### src/trig_acq_pkg.sv
// Summary of operation
// Status bit 8 shows board ready: clock synthesiser and converters synchronised.
// Software polls ready after reset before setting run.
// Status bit 7 drops on lock loss, stays low until status read.
// Status bit 6 shows synthesiser bypass mode.
// Status bit 5 shows clock source, one for external reference.
// Status bit 4 is one when stored events reach buffer maximum.
// Status bit 3 is one when at least one event awaits readout.
// Status bit 2 shows acquisition running.
// Any write to software trigger location issues one software trigger.
// Software triggers accepted only while source mask bit 31 is set.
// External trigger input accepted only while source mask bit 30 set.
// Source mask bit n lets channel n raise a local trigger.
// Local trigger needs coincidence count of other enabled channels over threshold.
// Software keeps coincidence count below number of enabled channels.
// Output mask bit n lets channel n drive the trigger output.
// Output mask bits 30 and 31 forward external and software triggers.
// Post-trigger samples equal four times register value plus fixed delay.
// Fixed pipeline delay is a build constant.
// Panel data read returns line levels; write sets output lines.
// While stopped, every trigger from every source is ignored; code gates only acq_trigger_o with run, trigger output still forwards.
// Data written to software trigger location is ignored.
// Reserved bits read zero; writes to them have no effect.
package trig_acq_pkg;
  // ****************************************
  // Register map
  // ****************************************
  localparam logic [15:0] STATUS_ADDR = 16'h8104;
  localparam logic [15:0] SWTRIG_ADDR = 16'h8108;
  localparam logic [15:0] SRCMASK_ADDR = 16'h810c;
  localparam logic [15:0] OUTMASK_ADDR = 16'h8110;
  localparam logic [15:0] POST_ADDR = 16'h8114;
  localparam logic [15:0] PANEL_ADDR = 16'h8118;
  // ****************************************
  // Fields and reset values
  // ****************************************
  localparam int NUM_CH = 8;
  localparam int READY_BIT = 8;
  localparam int LOCK_BIT = 7;
  localparam int BYPASS_BIT = 6;
  localparam int CLKSRC_BIT = 5;
  localparam int FULL_BIT = 4;
  localparam int EVRDY_BIT = 3;
  localparam int RUN_BIT = 2;
  localparam int SW_EN_BIT = 31;
  localparam int EXT_EN_BIT = 30;
  localparam int COINC_LSB = 24;
  localparam logic [31:0] SRCMASK_WMASK = 32'hc70000ff;
  localparam logic [31:0] OUTMASK_WMASK = 32'hc00000ff;
  localparam logic [31:0] SRCMASK_RST = 32'h00000000;
  localparam logic [31:0] OUTMASK_RST = 32'h00000000;
  localparam logic [31:0] POST_RST = 32'h00000000;
  localparam logic [15:0] PANEL_RST = 16'h0000;
  localparam logic [33:0] FIXED_PIPELINE_DELAY = 34'h000000010;
  localparam logic [1:0] HTRANS_NONSEQ = 2'h2;
endpackage : trig_acq_pkg

### src/trigger_acquisition_status.sv
`timescale 1ns/1ps
module trigger_acquisition_status
  import trig_acq_pkg::*;
(
  input wire logic ref_clk_i,
  input wire logic rst_b_i,
  input wire logic clk_en_i,
  // AHB-Lite slave
  input wire logic hsel_i,
  input wire logic [31:0] haddr_i,
  input wire logic [1:0] htrans_i,
  input wire logic hwrite_i,
  input wire logic [2:0] hsize_i,
  input wire logic [31:0] hwdata_i,
  input wire logic hready_i,
  output logic [31:0] hrdata_o,
  output logic hreadyout_o,
  output logic hresp_o,
  // Board state inputs from other clock domains
  input wire logic sync_ok_i,
  input wire logic pll_lock_i,
  input wire logic pll_bypass_i,
  input wire logic clk_ext_i,
  input wire logic buffer_full_i,
  input wire logic event_ready_i,
  input wire logic run_i,
  // Trigger sources
  input wire logic external_trigger_input_i,
  input wire logic [7:0] ch_over_thr_i,
  // Trigger outputs
  output logic acq_trigger_o,
  output logic trigger_output_pin_o,
  output logic [33:0] post_samples_o,
  // Panel LVDS lines
  input wire logic [15:0] panel_in_i,
  output logic [15:0] panel_out_o
);

  // ****************************************
  // Input synchronisers
  // ****************************************
  localparam int NSYNC = 16 + 8 + 8;
  // Lock line starts high so a reset alone never reads as a lock loss
  localparam logic [NSYNC-1:0] SYNC_RST = 32'h00000002;
  logic [NSYNC-1:0] sync_a;
  logic [NSYNC-1:0] sync_b;
  logic [NSYNC-1:0] raw_in;
  assign raw_in = {panel_in_i, ch_over_thr_i, external_trigger_input_i, run_i, event_ready_i,
                   buffer_full_i, clk_ext_i, pll_bypass_i, pll_lock_i, sync_ok_i};

  // Two stages per line; only sync_b is read by logic
  genvar gi;
  generate
    for (gi = 0; gi < NSYNC; gi++) begin : g_sync
      always_ff @(posedge ref_clk_i or negedge rst_b_i) begin
        if (!rst_b_i) begin
          sync_a[gi] <= SYNC_RST[gi];
          sync_b[gi] <= SYNC_RST[gi];
        end else if (clk_en_i) begin
          sync_a[gi] <= raw_in[gi];
          sync_b[gi] <= sync_a[gi];
        end
      end
    end
  endgenerate

  logic s_ready, s_lock, s_bypass, s_ext, s_full, s_evrdy, s_run, s_external_trigger_input;
  logic [7:0] s_over;
  logic [15:0] s_panel;
  assign s_ready = sync_b[0];
  assign s_lock = sync_b[1];
  assign s_bypass = sync_b[2];
  assign s_ext = sync_b[3];
  assign s_full = sync_b[4];
  assign s_evrdy = sync_b[5];
  assign s_run = sync_b[6];
  assign s_external_trigger_input = sync_b[7];
  assign s_over = sync_b[15:8];
  assign s_panel = sync_b[31:16];

  // ****************************************
  // AHB-Lite address phase capture
  // ****************************************
  logic ph_valid;
  logic ph_write;
  logic [15:0] ph_addr;
  logic take;
  assign take = hsel_i && hready_i && (htrans_i == HTRANS_NONSEQ);

  // Slave never stalls and always answers OKAY
  assign hreadyout_o = 1'b1;
  assign hresp_o = 1'b0;

  always_ff @(posedge ref_clk_i or negedge rst_b_i) begin
    if (!rst_b_i) begin
      ph_valid <= 1'b0;
      ph_write <= 1'b0;
      ph_addr <= 16'h0000;
    end else if (clk_en_i) begin
      ph_valid <= take;
      ph_write <= hwrite_i;
      ph_addr <= haddr_i[15:0];
    end
  end

  logic wr_en, rd_en;
  assign wr_en = ph_valid && ph_write;
  assign rd_en = take && !hwrite_i;

  // ****************************************
  // Control registers
  // ****************************************
  logic [31:0] src_mask;
  logic [31:0] out_mask;
  logic [31:0] post_len;
  logic [15:0] panel_out;
  logic sw_trig;

  // Reserved bits are masked off on write so they always read zero
  always_ff @(posedge ref_clk_i or negedge rst_b_i) begin
    if (!rst_b_i) begin
      src_mask <= SRCMASK_RST;
      out_mask <= OUTMASK_RST;
      post_len <= POST_RST;
      panel_out <= PANEL_RST;
    end else if (clk_en_i && wr_en) begin
      case (ph_addr)
        SRCMASK_ADDR: src_mask <= hwdata_i & SRCMASK_WMASK;
        OUTMASK_ADDR: out_mask <= hwdata_i & OUTMASK_WMASK;
        POST_ADDR: post_len <= hwdata_i;
        PANEL_ADDR: panel_out <= hwdata_i[15:0];
        default: ;
      endcase
    end
  end
  assign panel_out_o = panel_out;

  // Software trigger pulse: the write itself matters, never its data
  always_ff @(posedge ref_clk_i or negedge rst_b_i) begin
    if (!rst_b_i) begin
      sw_trig <= 1'b0;
    end else if (clk_en_i) begin
      sw_trig <= wr_en && (ph_addr == SWTRIG_ADDR);
    end
  end

  // ****************************************
  // Lock-loss sticky flag
  // ****************************************
  logic lock_flag;
  logic status_rd;
  assign status_rd = rd_en && (haddr_i[15:0] == STATUS_ADDR);

  // Loss wins over the restoring read so no loss is missed
  always_ff @(posedge ref_clk_i or negedge rst_b_i) begin
    if (!rst_b_i) begin
      lock_flag <= 1'b1;
    end else if (clk_en_i) begin
      if (!s_lock) begin
        lock_flag <= 1'b0;
      end else if (status_rd) begin
        lock_flag <= 1'b1;
      end
    end
  end

  // ****************************************
  // Trigger logic
  // ****************************************
  logic [7:0] local_over;
  logic [3:0] over_cnt;
  logic [2:0] coinc;
  logic local_hit;
  logic next_acq, next_tout;
  logic acq_trig, tout;

  assign local_over = s_over & src_mask[NUM_CH-1:0];
  assign coinc = src_mask[COINC_LSB+2:COINC_LSB];

  always_comb begin
    over_cnt = 4'h0;
    for (int i = 0; i < NUM_CH; i++) begin
      over_cnt = over_cnt + {3'h0, local_over[i]};
    end
  end

  // One triggering channel plus the coincidence level of others
  assign local_hit = (over_cnt != 4'h0) && ((over_cnt - 4'h1) >= {1'b0, coinc});

  always_comb begin
    next_acq = s_run && ((sw_trig && src_mask[SW_EN_BIT])
                      || (s_external_trigger_input && src_mask[EXT_EN_BIT])
                      || local_hit);
    next_tout = |(s_over & out_mask[NUM_CH-1:0])
             || (s_external_trigger_input && out_mask[EXT_EN_BIT])
             || (sw_trig && out_mask[SW_EN_BIT]);
  end

  always_ff @(posedge ref_clk_i or negedge rst_b_i) begin
    if (!rst_b_i) begin
      acq_trig <= 1'b0;
      tout <= 1'b0;
    end else if (clk_en_i) begin
      acq_trig <= next_acq;
      tout <= next_tout;
    end
  end
  assign acq_trigger_o = acq_trig;
  assign trigger_output_pin_o = tout;

  // Post-trigger sample count; the delay term is fixed per build
  always_ff @(posedge ref_clk_i or negedge rst_b_i) begin
    if (!rst_b_i) begin
      post_samples_o <= 34'h000000000;
    end else if (clk_en_i) begin
      post_samples_o <= {post_len, 2'b00} + FIXED_PIPELINE_DELAY;
    end
  end

  // ****************************************
  // Read data
  // ****************************************
  logic [31:0] status_word;
  always_comb begin
    status_word = 32'h00000000;
    status_word[READY_BIT] = s_ready;
    status_word[LOCK_BIT] = lock_flag;
    status_word[BYPASS_BIT] = s_bypass;
    status_word[CLKSRC_BIT] = s_ext;
    status_word[FULL_BIT] = s_full;
    status_word[EVRDY_BIT] = s_evrdy;
    status_word[RUN_BIT] = s_run;
  end

  // Read data is registered at the address phase, unmapped reads return zero
  always_ff @(posedge ref_clk_i or negedge rst_b_i) begin
    if (!rst_b_i) begin
      hrdata_o <= 32'h00000000;
    end else if (clk_en_i && rd_en) begin
      case (haddr_i[15:0])
        STATUS_ADDR: hrdata_o <= status_word;
        SRCMASK_ADDR: hrdata_o <= src_mask;
        OUTMASK_ADDR: hrdata_o <= out_mask;
        POST_ADDR: hrdata_o <= post_len;
        PANEL_ADDR: hrdata_o <= {16'h0000, s_panel};
        default: hrdata_o <= 32'h00000000;
      endcase
    end
  end

  // ****************************************
  // Checks
  // ****************************************
  AST_STOP_NO_TRIG: assert property (@(posedge ref_clk_i) disable iff (!rst_b_i)
    clk_en_i && !s_run |=> !acq_trig)
    else $error("trigger while stopped");
  AST_SW_TRIG: assert property (@(posedge ref_clk_i) disable iff (!rst_b_i)
    clk_en_i && wr_en && ph_addr == SWTRIG_ADDR |=> sw_trig)
    else $error("software trigger missing");
  AST_SW_GATE: assert property (@(posedge ref_clk_i) disable iff (!rst_b_i)
    clk_en_i && sw_trig && s_run && src_mask[SW_EN_BIT] |=> acq_trig)
    else $error("enabled software trigger lost");
  AST_EXT_GATE: assert property (@(posedge ref_clk_i) disable iff (!rst_b_i)
    clk_en_i && s_external_trigger_input && s_run && src_mask[EXT_EN_BIT] |=> acq_trig)
    else $error("enabled external trigger lost");
  AST_LOCK_LOW: assert property (@(posedge ref_clk_i) disable iff (!rst_b_i)
    clk_en_i && !s_lock |=> !lock_flag)
    else $error("lock flag not cleared");
  AST_LOCK_HOLD: assert property (@(posedge ref_clk_i) disable iff (!rst_b_i)
    clk_en_i && !lock_flag && !status_rd |=> !lock_flag)
    else $error("lock flag restored without read");
  AST_OUT_EXT: assert property (@(posedge ref_clk_i) disable iff (!rst_b_i)
    clk_en_i && s_external_trigger_input && out_mask[EXT_EN_BIT] |=> tout)
    else $error("external trigger not forwarded");
  AST_RESERVED: assert property (@(posedge ref_clk_i) disable iff (!rst_b_i)
    (src_mask & ~SRCMASK_WMASK) == 32'h0 && (out_mask & ~OUTMASK_WMASK) == 32'h0)
    else $error("reserved bits set");
  AST_POST: assert property (@(posedge ref_clk_i) disable iff (!rst_b_i)
    clk_en_i |=> post_samples_o == {$past(post_len), 2'b00} + FIXED_PIPELINE_DELAY)
    else $error("post sample count wrong");

  // The checks below watch the register side and the trigger paths one cycle on; the bus answer check looks at the same cycle.
  // They also sample the bus inputs haddr_i and hwdata_i, so a failure can point
  // at the bus master as well as at the logic here.
  // Each fires at most one cycle after its cause, matching the single flop stage.

  // A software trigger write leaves the source mask and post-trigger length unchanged
  AST_SW_DATA_IGNORED: assert property (@(posedge ref_clk_i) disable iff (!rst_b_i)
    clk_en_i && wr_en && ph_addr == SWTRIG_ADDR |=> $stable(src_mask) && $stable(post_len))
    else $error("software trigger data stored");

  // Software trigger forwarded to the trigger output when enabled
  AST_SW_OUT: assert property (@(posedge ref_clk_i) disable iff (!rst_b_i)
    clk_en_i && sw_trig && out_mask[SW_EN_BIT] |=> tout)
    else $error("software trigger not forwarded");

  // Enabled channel crossing drives the trigger output
  AST_CH_OUT: assert property (@(posedge ref_clk_i) disable iff (!rst_b_i)
    clk_en_i && (s_over & out_mask[NUM_CH-1:0]) != 8'h00 |=> tout)
    else $error("channel crossing not forwarded");

  // With no enabled source the trigger output stays low
  AST_QUIET_OUT: assert property (@(posedge ref_clk_i) disable iff (!rst_b_i)
    clk_en_i && (s_over & out_mask[NUM_CH-1:0]) == 8'h00 && !s_external_trigger_input && !sw_trig |=> !tout)
    else $error("spurious output trigger");

  // Coincidence met while running gives an acquisition trigger
  AST_LOCAL_HIT: assert property (@(posedge ref_clk_i) disable iff (!rst_b_i)
    clk_en_i && s_run && local_hit |=> acq_trig)
    else $error("local trigger lost");

  // Masked channels alone never trigger acquisition
  AST_LOCAL_MASKED: assert property (@(posedge ref_clk_i) disable iff (!rst_b_i)
    clk_en_i && local_over == 8'h00 && !sw_trig && !s_external_trigger_input |=> !acq_trig)
    else $error("trigger from masked channel");

  // A status read with lock present restores the flag
  AST_LOCK_RESTORE: assert property (@(posedge ref_clk_i) disable iff (!rst_b_i)
    clk_en_i && s_lock && status_rd |=> lock_flag)
    else $error("lock flag not restored");

  // Status read returns the status word of the address phase
  AST_STATUS_READ: assert property (@(posedge ref_clk_i) disable iff (!rst_b_i)
    clk_en_i && rd_en && haddr_i[15:0] == STATUS_ADDR |=> hrdata_o == $past(status_word))
    else $error("status read data wrong");

  // Source mask reads back as stored
  AST_SRC_READ: assert property (@(posedge ref_clk_i) disable iff (!rst_b_i)
    clk_en_i && rd_en && haddr_i[15:0] == SRCMASK_ADDR |=> hrdata_o == $past(src_mask))
    else $error("source mask read wrong");

  // Panel read returns the synchronised line levels
  AST_PANEL_READ: assert property (@(posedge ref_clk_i) disable iff (!rst_b_i)
    clk_en_i && rd_en && haddr_i[15:0] == PANEL_ADDR |=> hrdata_o == {16'h0000, $past(s_panel)})
    else $error("panel read wrong");

  // Panel write lands on the output lines
  AST_PANEL_WRITE: assert property (@(posedge ref_clk_i) disable iff (!rst_b_i)
    clk_en_i && wr_en && ph_addr == PANEL_ADDR |=> panel_out_o == $past(hwdata_i[15:0]))
    else $error("panel write lost");

  // Post-trigger value stored whole
  AST_POST_WRITE: assert property (@(posedge ref_clk_i) disable iff (!rst_b_i)
    clk_en_i && wr_en && ph_addr == POST_ADDR |=> post_len == $past(hwdata_i))
    else $error("post write lost");

  // Source mask keeps only its defined fields
  AST_SRC_WRITE: assert property (@(posedge ref_clk_i) disable iff (!rst_b_i)
    clk_en_i && wr_en && ph_addr == SRCMASK_ADDR |=> src_mask == ($past(hwdata_i) & SRCMASK_WMASK))
    else $error("source mask write wrong");

  // Output mask keeps only its defined fields
  AST_OUT_WRITE: assert property (@(posedge ref_clk_i) disable iff (!rst_b_i)
    clk_en_i && wr_en && ph_addr == OUTMASK_ADDR |=> out_mask == ($past(hwdata_i) & OUTMASK_WMASK))
    else $error("output mask write wrong");

  // Write-only trigger location reads as zero
  AST_UNMAPPED_READ: assert property (@(posedge ref_clk_i) disable iff (!rst_b_i)
    clk_en_i && rd_en && haddr_i[15:0] == SWTRIG_ADDR |=> hrdata_o == 32'h00000000)
    else $error("write-only location read nonzero");

  // Disabled external input never triggers on its own
  AST_EXT_MASKED: assert property (@(posedge ref_clk_i) disable iff (!rst_b_i)
    clk_en_i && !src_mask[EXT_EN_BIT] && !sw_trig && local_over == 8'h00 |=> !acq_trig)
    else $error("masked external trigger accepted");

  // Low clock enable freezes state
  AST_FREEZE: assert property (@(posedge ref_clk_i) disable iff (!rst_b_i)
    !clk_en_i |=> $stable(src_mask) && $stable(lock_flag) && $stable(acq_trig))
    else $error("state moved while frozen");

  // Bus answer is always ready and OKAY
  AST_BUS_OKAY: assert property (@(posedge ref_clk_i) disable iff (!rst_b_i)
    hreadyout_o && !hresp_o)
    else $error("bus response not okay");

endmodule : trigger_acquisition_status

### config.mk
export PLATFORM = sky130hd
export DESIGN_NAME = trigger_acquisition_status
export DESIGN_NICKNAME = d
export VERILOG_FILES = /design/src/trig_acq_pkg.sv /design/src/trigger_acquisition_status.sv
export SDC_FILE = /design/constraint.sdc
export NUM_CORES = 1
export LEC_CHECK = 0
export ABC_AREA = 1
export ABC_CLOCK_PERIOD_IN_PS = 11630
export BUFFER_PORTS_ARGS = -buffer_cell sky130_fd_sc_hd__buf_2
export CELL_PAD_IN_SITES_DETAIL_PLACEMENT = 0
export CELL_PAD_IN_SITES_GLOBAL_PLACEMENT = 1
export CORE_ASPECT_RATIO = 1.4
export CORE_MARGIN = 3
export CORE_UTILIZATION = 30
export DETAILED_ROUTE_END_ITERATION = 16
export GPL_ROUTABILITY_DRIVEN = 0
export PLACE_DENSITY = 0.73
export SYNTH_ARGS = -nofsm -noshare
export SYNTH_HDL_FRONTEND = slang
export SYNTH_SLANG_ARGS = --single-unit
### constraint.sdc
create_clock -name ref_clk_i -period 11.63 [get_ports ref_clk_i]
set_clock_uncertainty 0.1 [all_clocks]
set_input_delay 0 -clock ref_clk_i [delete_from_list [all_inputs] [get_ports ref_clk_i]]
set_output_delay 0 -clock ref_clk_i [all_outputs]
set_load 0.05 [all_outputs]
==> results by group <==
Pwr
  – Leak: 6.96 nW
  – Power Dens Cells: roughly 130 nW/um2
  – Reg power frac: 0.470
  – P_int: 1.33 mW
  – Clock share of power: 0.453
  – Tot Pwr: roughly 1.7 mW
  – Switching Fraction: 0.235
  – VDD IR max: between 0.08 and 0.09 mV
  – Net Switching: between 400 and 500 uW
  – Comb pwr share: 0.077

Logic synthesis
  – Register area share after synthesis: 0.543
  – Post-synthesis cell count: about 1.3k
  – Seq cells post-synth: around 220
  – Adder-Cell Fraction of Synth Area: 0.0177
  – Post-Syn Area per Cell: approximately 8.0 um2
  – Netlist cell types: just over 40
  – Post-Synthesis Cell Area: just over 10,000 um2
  – Mux contribution to synthesized area: 0
  – Post-Synth Simple-Gate Area: 0.294
  – Yosys warns: 0
  – Post-synthesis compound-gate area fraction: 0.0696
  – XOR/XNOR Fraction of Synth Area: 0.0103
  – Main combinational cell family by area after synthesis: simple AND/OR/NAND/NOR gates

STA
  – Slew Viols, Final: 0
  – RSZ-0062 raised after global routing: false
  – Slew HR: 0.330
  – Hold Fails Final Rpt: 28
  – Final hold slack: -19.9 ps
  – Final setup TNS: 0 ps
  – Worst slew pin tran: approximately 1000 ps
  – Endpoints failing setup: 0
  – Final min period: roughly 4300 ps
  – Period utilization: 0.368
  – Max Clk Rate: 234 MHz

Floorplan
  – Ports: approximately 190
  – Row count: just under 80
  – Core footprint: between 30,000 and 40,000 um2
  – Full die area: 36,300 um2
  – Die span in x: approximately 160 um
  – Effective utilization at floorplan: 0.305
  – Die height: 224 um

Clocking
  – CTS Root Cell: clkbuf_16
  – Clock Sinks: 221
  – CTS tree: built
  – Total CTS buffers: 24
  – Max Root-Sink Buffers: 3
  – Reg clk slew, reported paths: ~60 ps
  – H-tree levels: 1
  – Setup bufs post-CTS: 0
  – Skew-Pair Late Insertion Delay: approximately 530 ps

Finish
  – Final nets: ~1.7k
  – Fill count: approximately 3.6k
  – Area growth, synth to finish: 31.9%
  – Proportion of layout cells with a drive suffix above 1: 0.155
  – Multi-input logic area: ~4000 um2
  – Antenna Cells: 0
  – Storage cell area: ~5500 um2

GRT
  – First-pass GRT wire length: a little under 50,000 um
  – Tot GR Track Use: 0.170
  – Congestion Overflow GR: 0
  – Initial antenna violation count: 0
  – Largest net degree at the start of global routing: 93
  – Vias in the first global route: approximately 8.9k

Status
  – Status: finished, violations left
  – Failing checks: hold timing

Routing
  – Drc violations: 0
  – Drt pass-1 iters: 6
  – WL final: around 31,000 um
  – Post-DRT Antenna Nets: 0
  – Vias per cell: 4.52
  – Avg WL per Cell: ~16 um
  – Via Count: 9,068
  – Initial DRC count: between 500 and 600

Setup path
  – WP buf/inv: 5
  – Most used cell along the critical path: nand2_1
  – Crit Reg-Reg Startpoint: s_over[0]$_DFFE_PN0P_
  – Crit path kind: reg -> reg
  – Register-to-register setup slack: 7360 ps
  – Biggest cell delay along the critical path: ~530 ps
  – Reg2reg path depth: 21
  – CP Cell Sequence: nand2_1, inv_1, fa_1, inv_1, fa_1, inv_1, fa_1, ha_1, fa_1, inv_1, ha_1, inv_1, ha_1, o21ai_0, nand2_1, a21oi_1, nand2_1, nand2_1, nand2_1, nand2_1, nand2_1
  – Critical Path Sink Type: register
  – R2r endpoint: acq_trigger_o$_DFFE_PN0P_
  – CP Launch Type: register
  – Critical Path Start: s_over[0]$_DFFE_PN0P_
  – Max stage delay cell, worst path: fa_1
  – Crit Path Max Fanout: 3
  – CP Data Arrival Time: approximately 4600 ps
  – Top delay family on crit path: adder cells
  – Crit path required time: 11,940 ps

Run
  – Max Cap Viol: 0

Place
  – # port buffers: between 150 and 200
  – Hpwl dp: about 22,000 um

Min path
  – Hold Path Class: in -> async
## worst max path at each step
| stage | end | slack [ps] | cells after the start |
|---|---|---|---|
| 3_5_place_dp | acq_trigger_o$_DFFE_PN0P_ | 7360 | 21 |
| 2_1_floorplan | acq_trigger_o$_DFFE_PN0P_ | 7580 | 21 |
| 6_report | acq_trigger_o$_DFFE_PN0P_ | 7360 | 21 |
| 4_1_cts | acq_trigger_o$_DFFE_PN0P_ | 7360 | 21 |
| 5_1_grt | acq_trigger_o$_DFFE_PN0P_ | 7110 | 21 |
| 3_3_place_gp | acq_trigger_o$_DFFE_PN0P_ | 7390 | 21 |
## Yosys cell counts (all sizes together)
library cell,count,area (um2)
clkinv,1,5.00
nor2,62,278
o22ai,7,43.8
nand2,561,2110
xor2,10,87.6
ha,8,100
nand3,73,390
dfstp,3,78.8
o21ai,115,576
inv,110,413
nor3b,2,15.0
or2,1,6.26
fa,4,80.1
xnor2,2,17.5
o21bai,1,7.51
nand4,8,50.1
nor3,14,86.3
nand3b,3,22.5
nor4,3,31.3
a22o,3,26.3
dfrtp,218,5460
conb,2,7.51
a21oi,4,20.0
a221oi,2,17.5
a31oi,3,18.8
buf,25,138
clkbuf,28,106
and2,1,6.26
## layout make-up
cell class,count,share of cell area
clock inverters,7,0.00670
repair buffers,297,0.158
multi-input cells,891,0.298
clock buffers,33,0.0532
flip-flops and latches,221,0.411
well taps,445,0.0414
inverters,111,0.0312
## layer usage
layer / share of wire / global-route usage / routed length, um
met5: 0 / 0 / 0
met4: 0.029 / 0.0553 / 890
met3: 0.039 / 0.0205 / 1200
met2: 0.54 / 0.322 / 16800
met1: 0.39 / 0.196 / 12200
## metrics by stage
step,util,area [um2],std cells,worst slack (ps)
floorplan,-,10200,1276,7580
global placement,0.342,11400,1843,7390
detailed placement,0.342,11400,1843,7360
CTS,0.403,13400,2005,7360
global route,0.403,13400,2005,7110
finish,0.403,13400,2005,7360
## registers in the layout, indices dropped and copies added (netlist names), 8 cells and up
| name | count |
|---|---|
| hrdata_o | 32 |
| out_mask | 10 |
| panel_out_o | 16 |
| ph_addr | 16 |
| post_len | 32 |
| post_samples_o | 32 |
| s_over | 8 |
| s_panel | 16 |
| src_mask | 13 |
| sync_a | 32 |
## cell families (layout without fill, tap and decap cells)
family | after synthesis | in the layout
adder cells (fa/ha/maj) | 12 | 12
buffers and inverters | 164 | 448
XOR/XNOR | 12 | 12
AND/OR/NAND/NOR | 728 | 728
AO/OA/AOI/OAI | 135 | 135
flip-flops | 221 | 221
other | 2 | 4
## power by group through the flow
stage                     combinational (mW)  sequential [mW]  clock [mW]
after floorplan                       0.0496            0.828           0
after global placement                 0.100            0.828           0
after detailed placement               0.102            0.828           0
after CTS                              0.136            0.814       0.807
after global routing                   0.150            0.818       0.834
final                                  0.133            0.815       0.785
## worst register-to-register path, cell delays in order, from the launching register on
cell and delay [ps]:
dfrtp_1 400, nand2_1 70, inv_1 50, fa_1 530
inv_1 50, fa_1 520, inv_1 50, fa_1 470
ha_1 240, fa_1 500, inv_1 40, ha_1 270
inv_1 40, ha_1 250, o21ai_0 70, nand2_1 70
a21oi_1 140, nand2_1 70, nand2_1 70, nand2_1 50
nand2_1 60, nand2_1 50
## repair_timing
action | CTS | global route
gates resized for setup | 0 | 0
hold endpoints to repair | 250 | 0
hold buffers | 122 | 0
## cells in the final DEF (no fill, tap or decap), types with 2 or more instances in the layout
master,instances
a21oi_1,4
a221oi_1,2
a22o_1,3
a31oi_1,3
buf_2,167
buf_4,7
bufinv_16,2
clkbuf_1,2
clkbuf_16,25
clkbuf_8,6
clkinv_2,5
clkinvlp_4,2
conb_1,4
dfrtp_1,218
dfstp_2,3
dlygate4sd3_1,122
fa_1,4
ha_1,8
inv_1,108
nand2_1,560
nand3_1,68
nand3_2,5
nand3b_1,3
nand4_1,8
nor2_1,50
nor2_2,9
nor2_4,3
nor3_1,12
nor3b_1,2
nor4_2,2
o21ai_0,61
o21ai_1,54
o22ai_1,7
xnor2_1,2
xor2_1,10
Power figures use the tool's default switching activity.
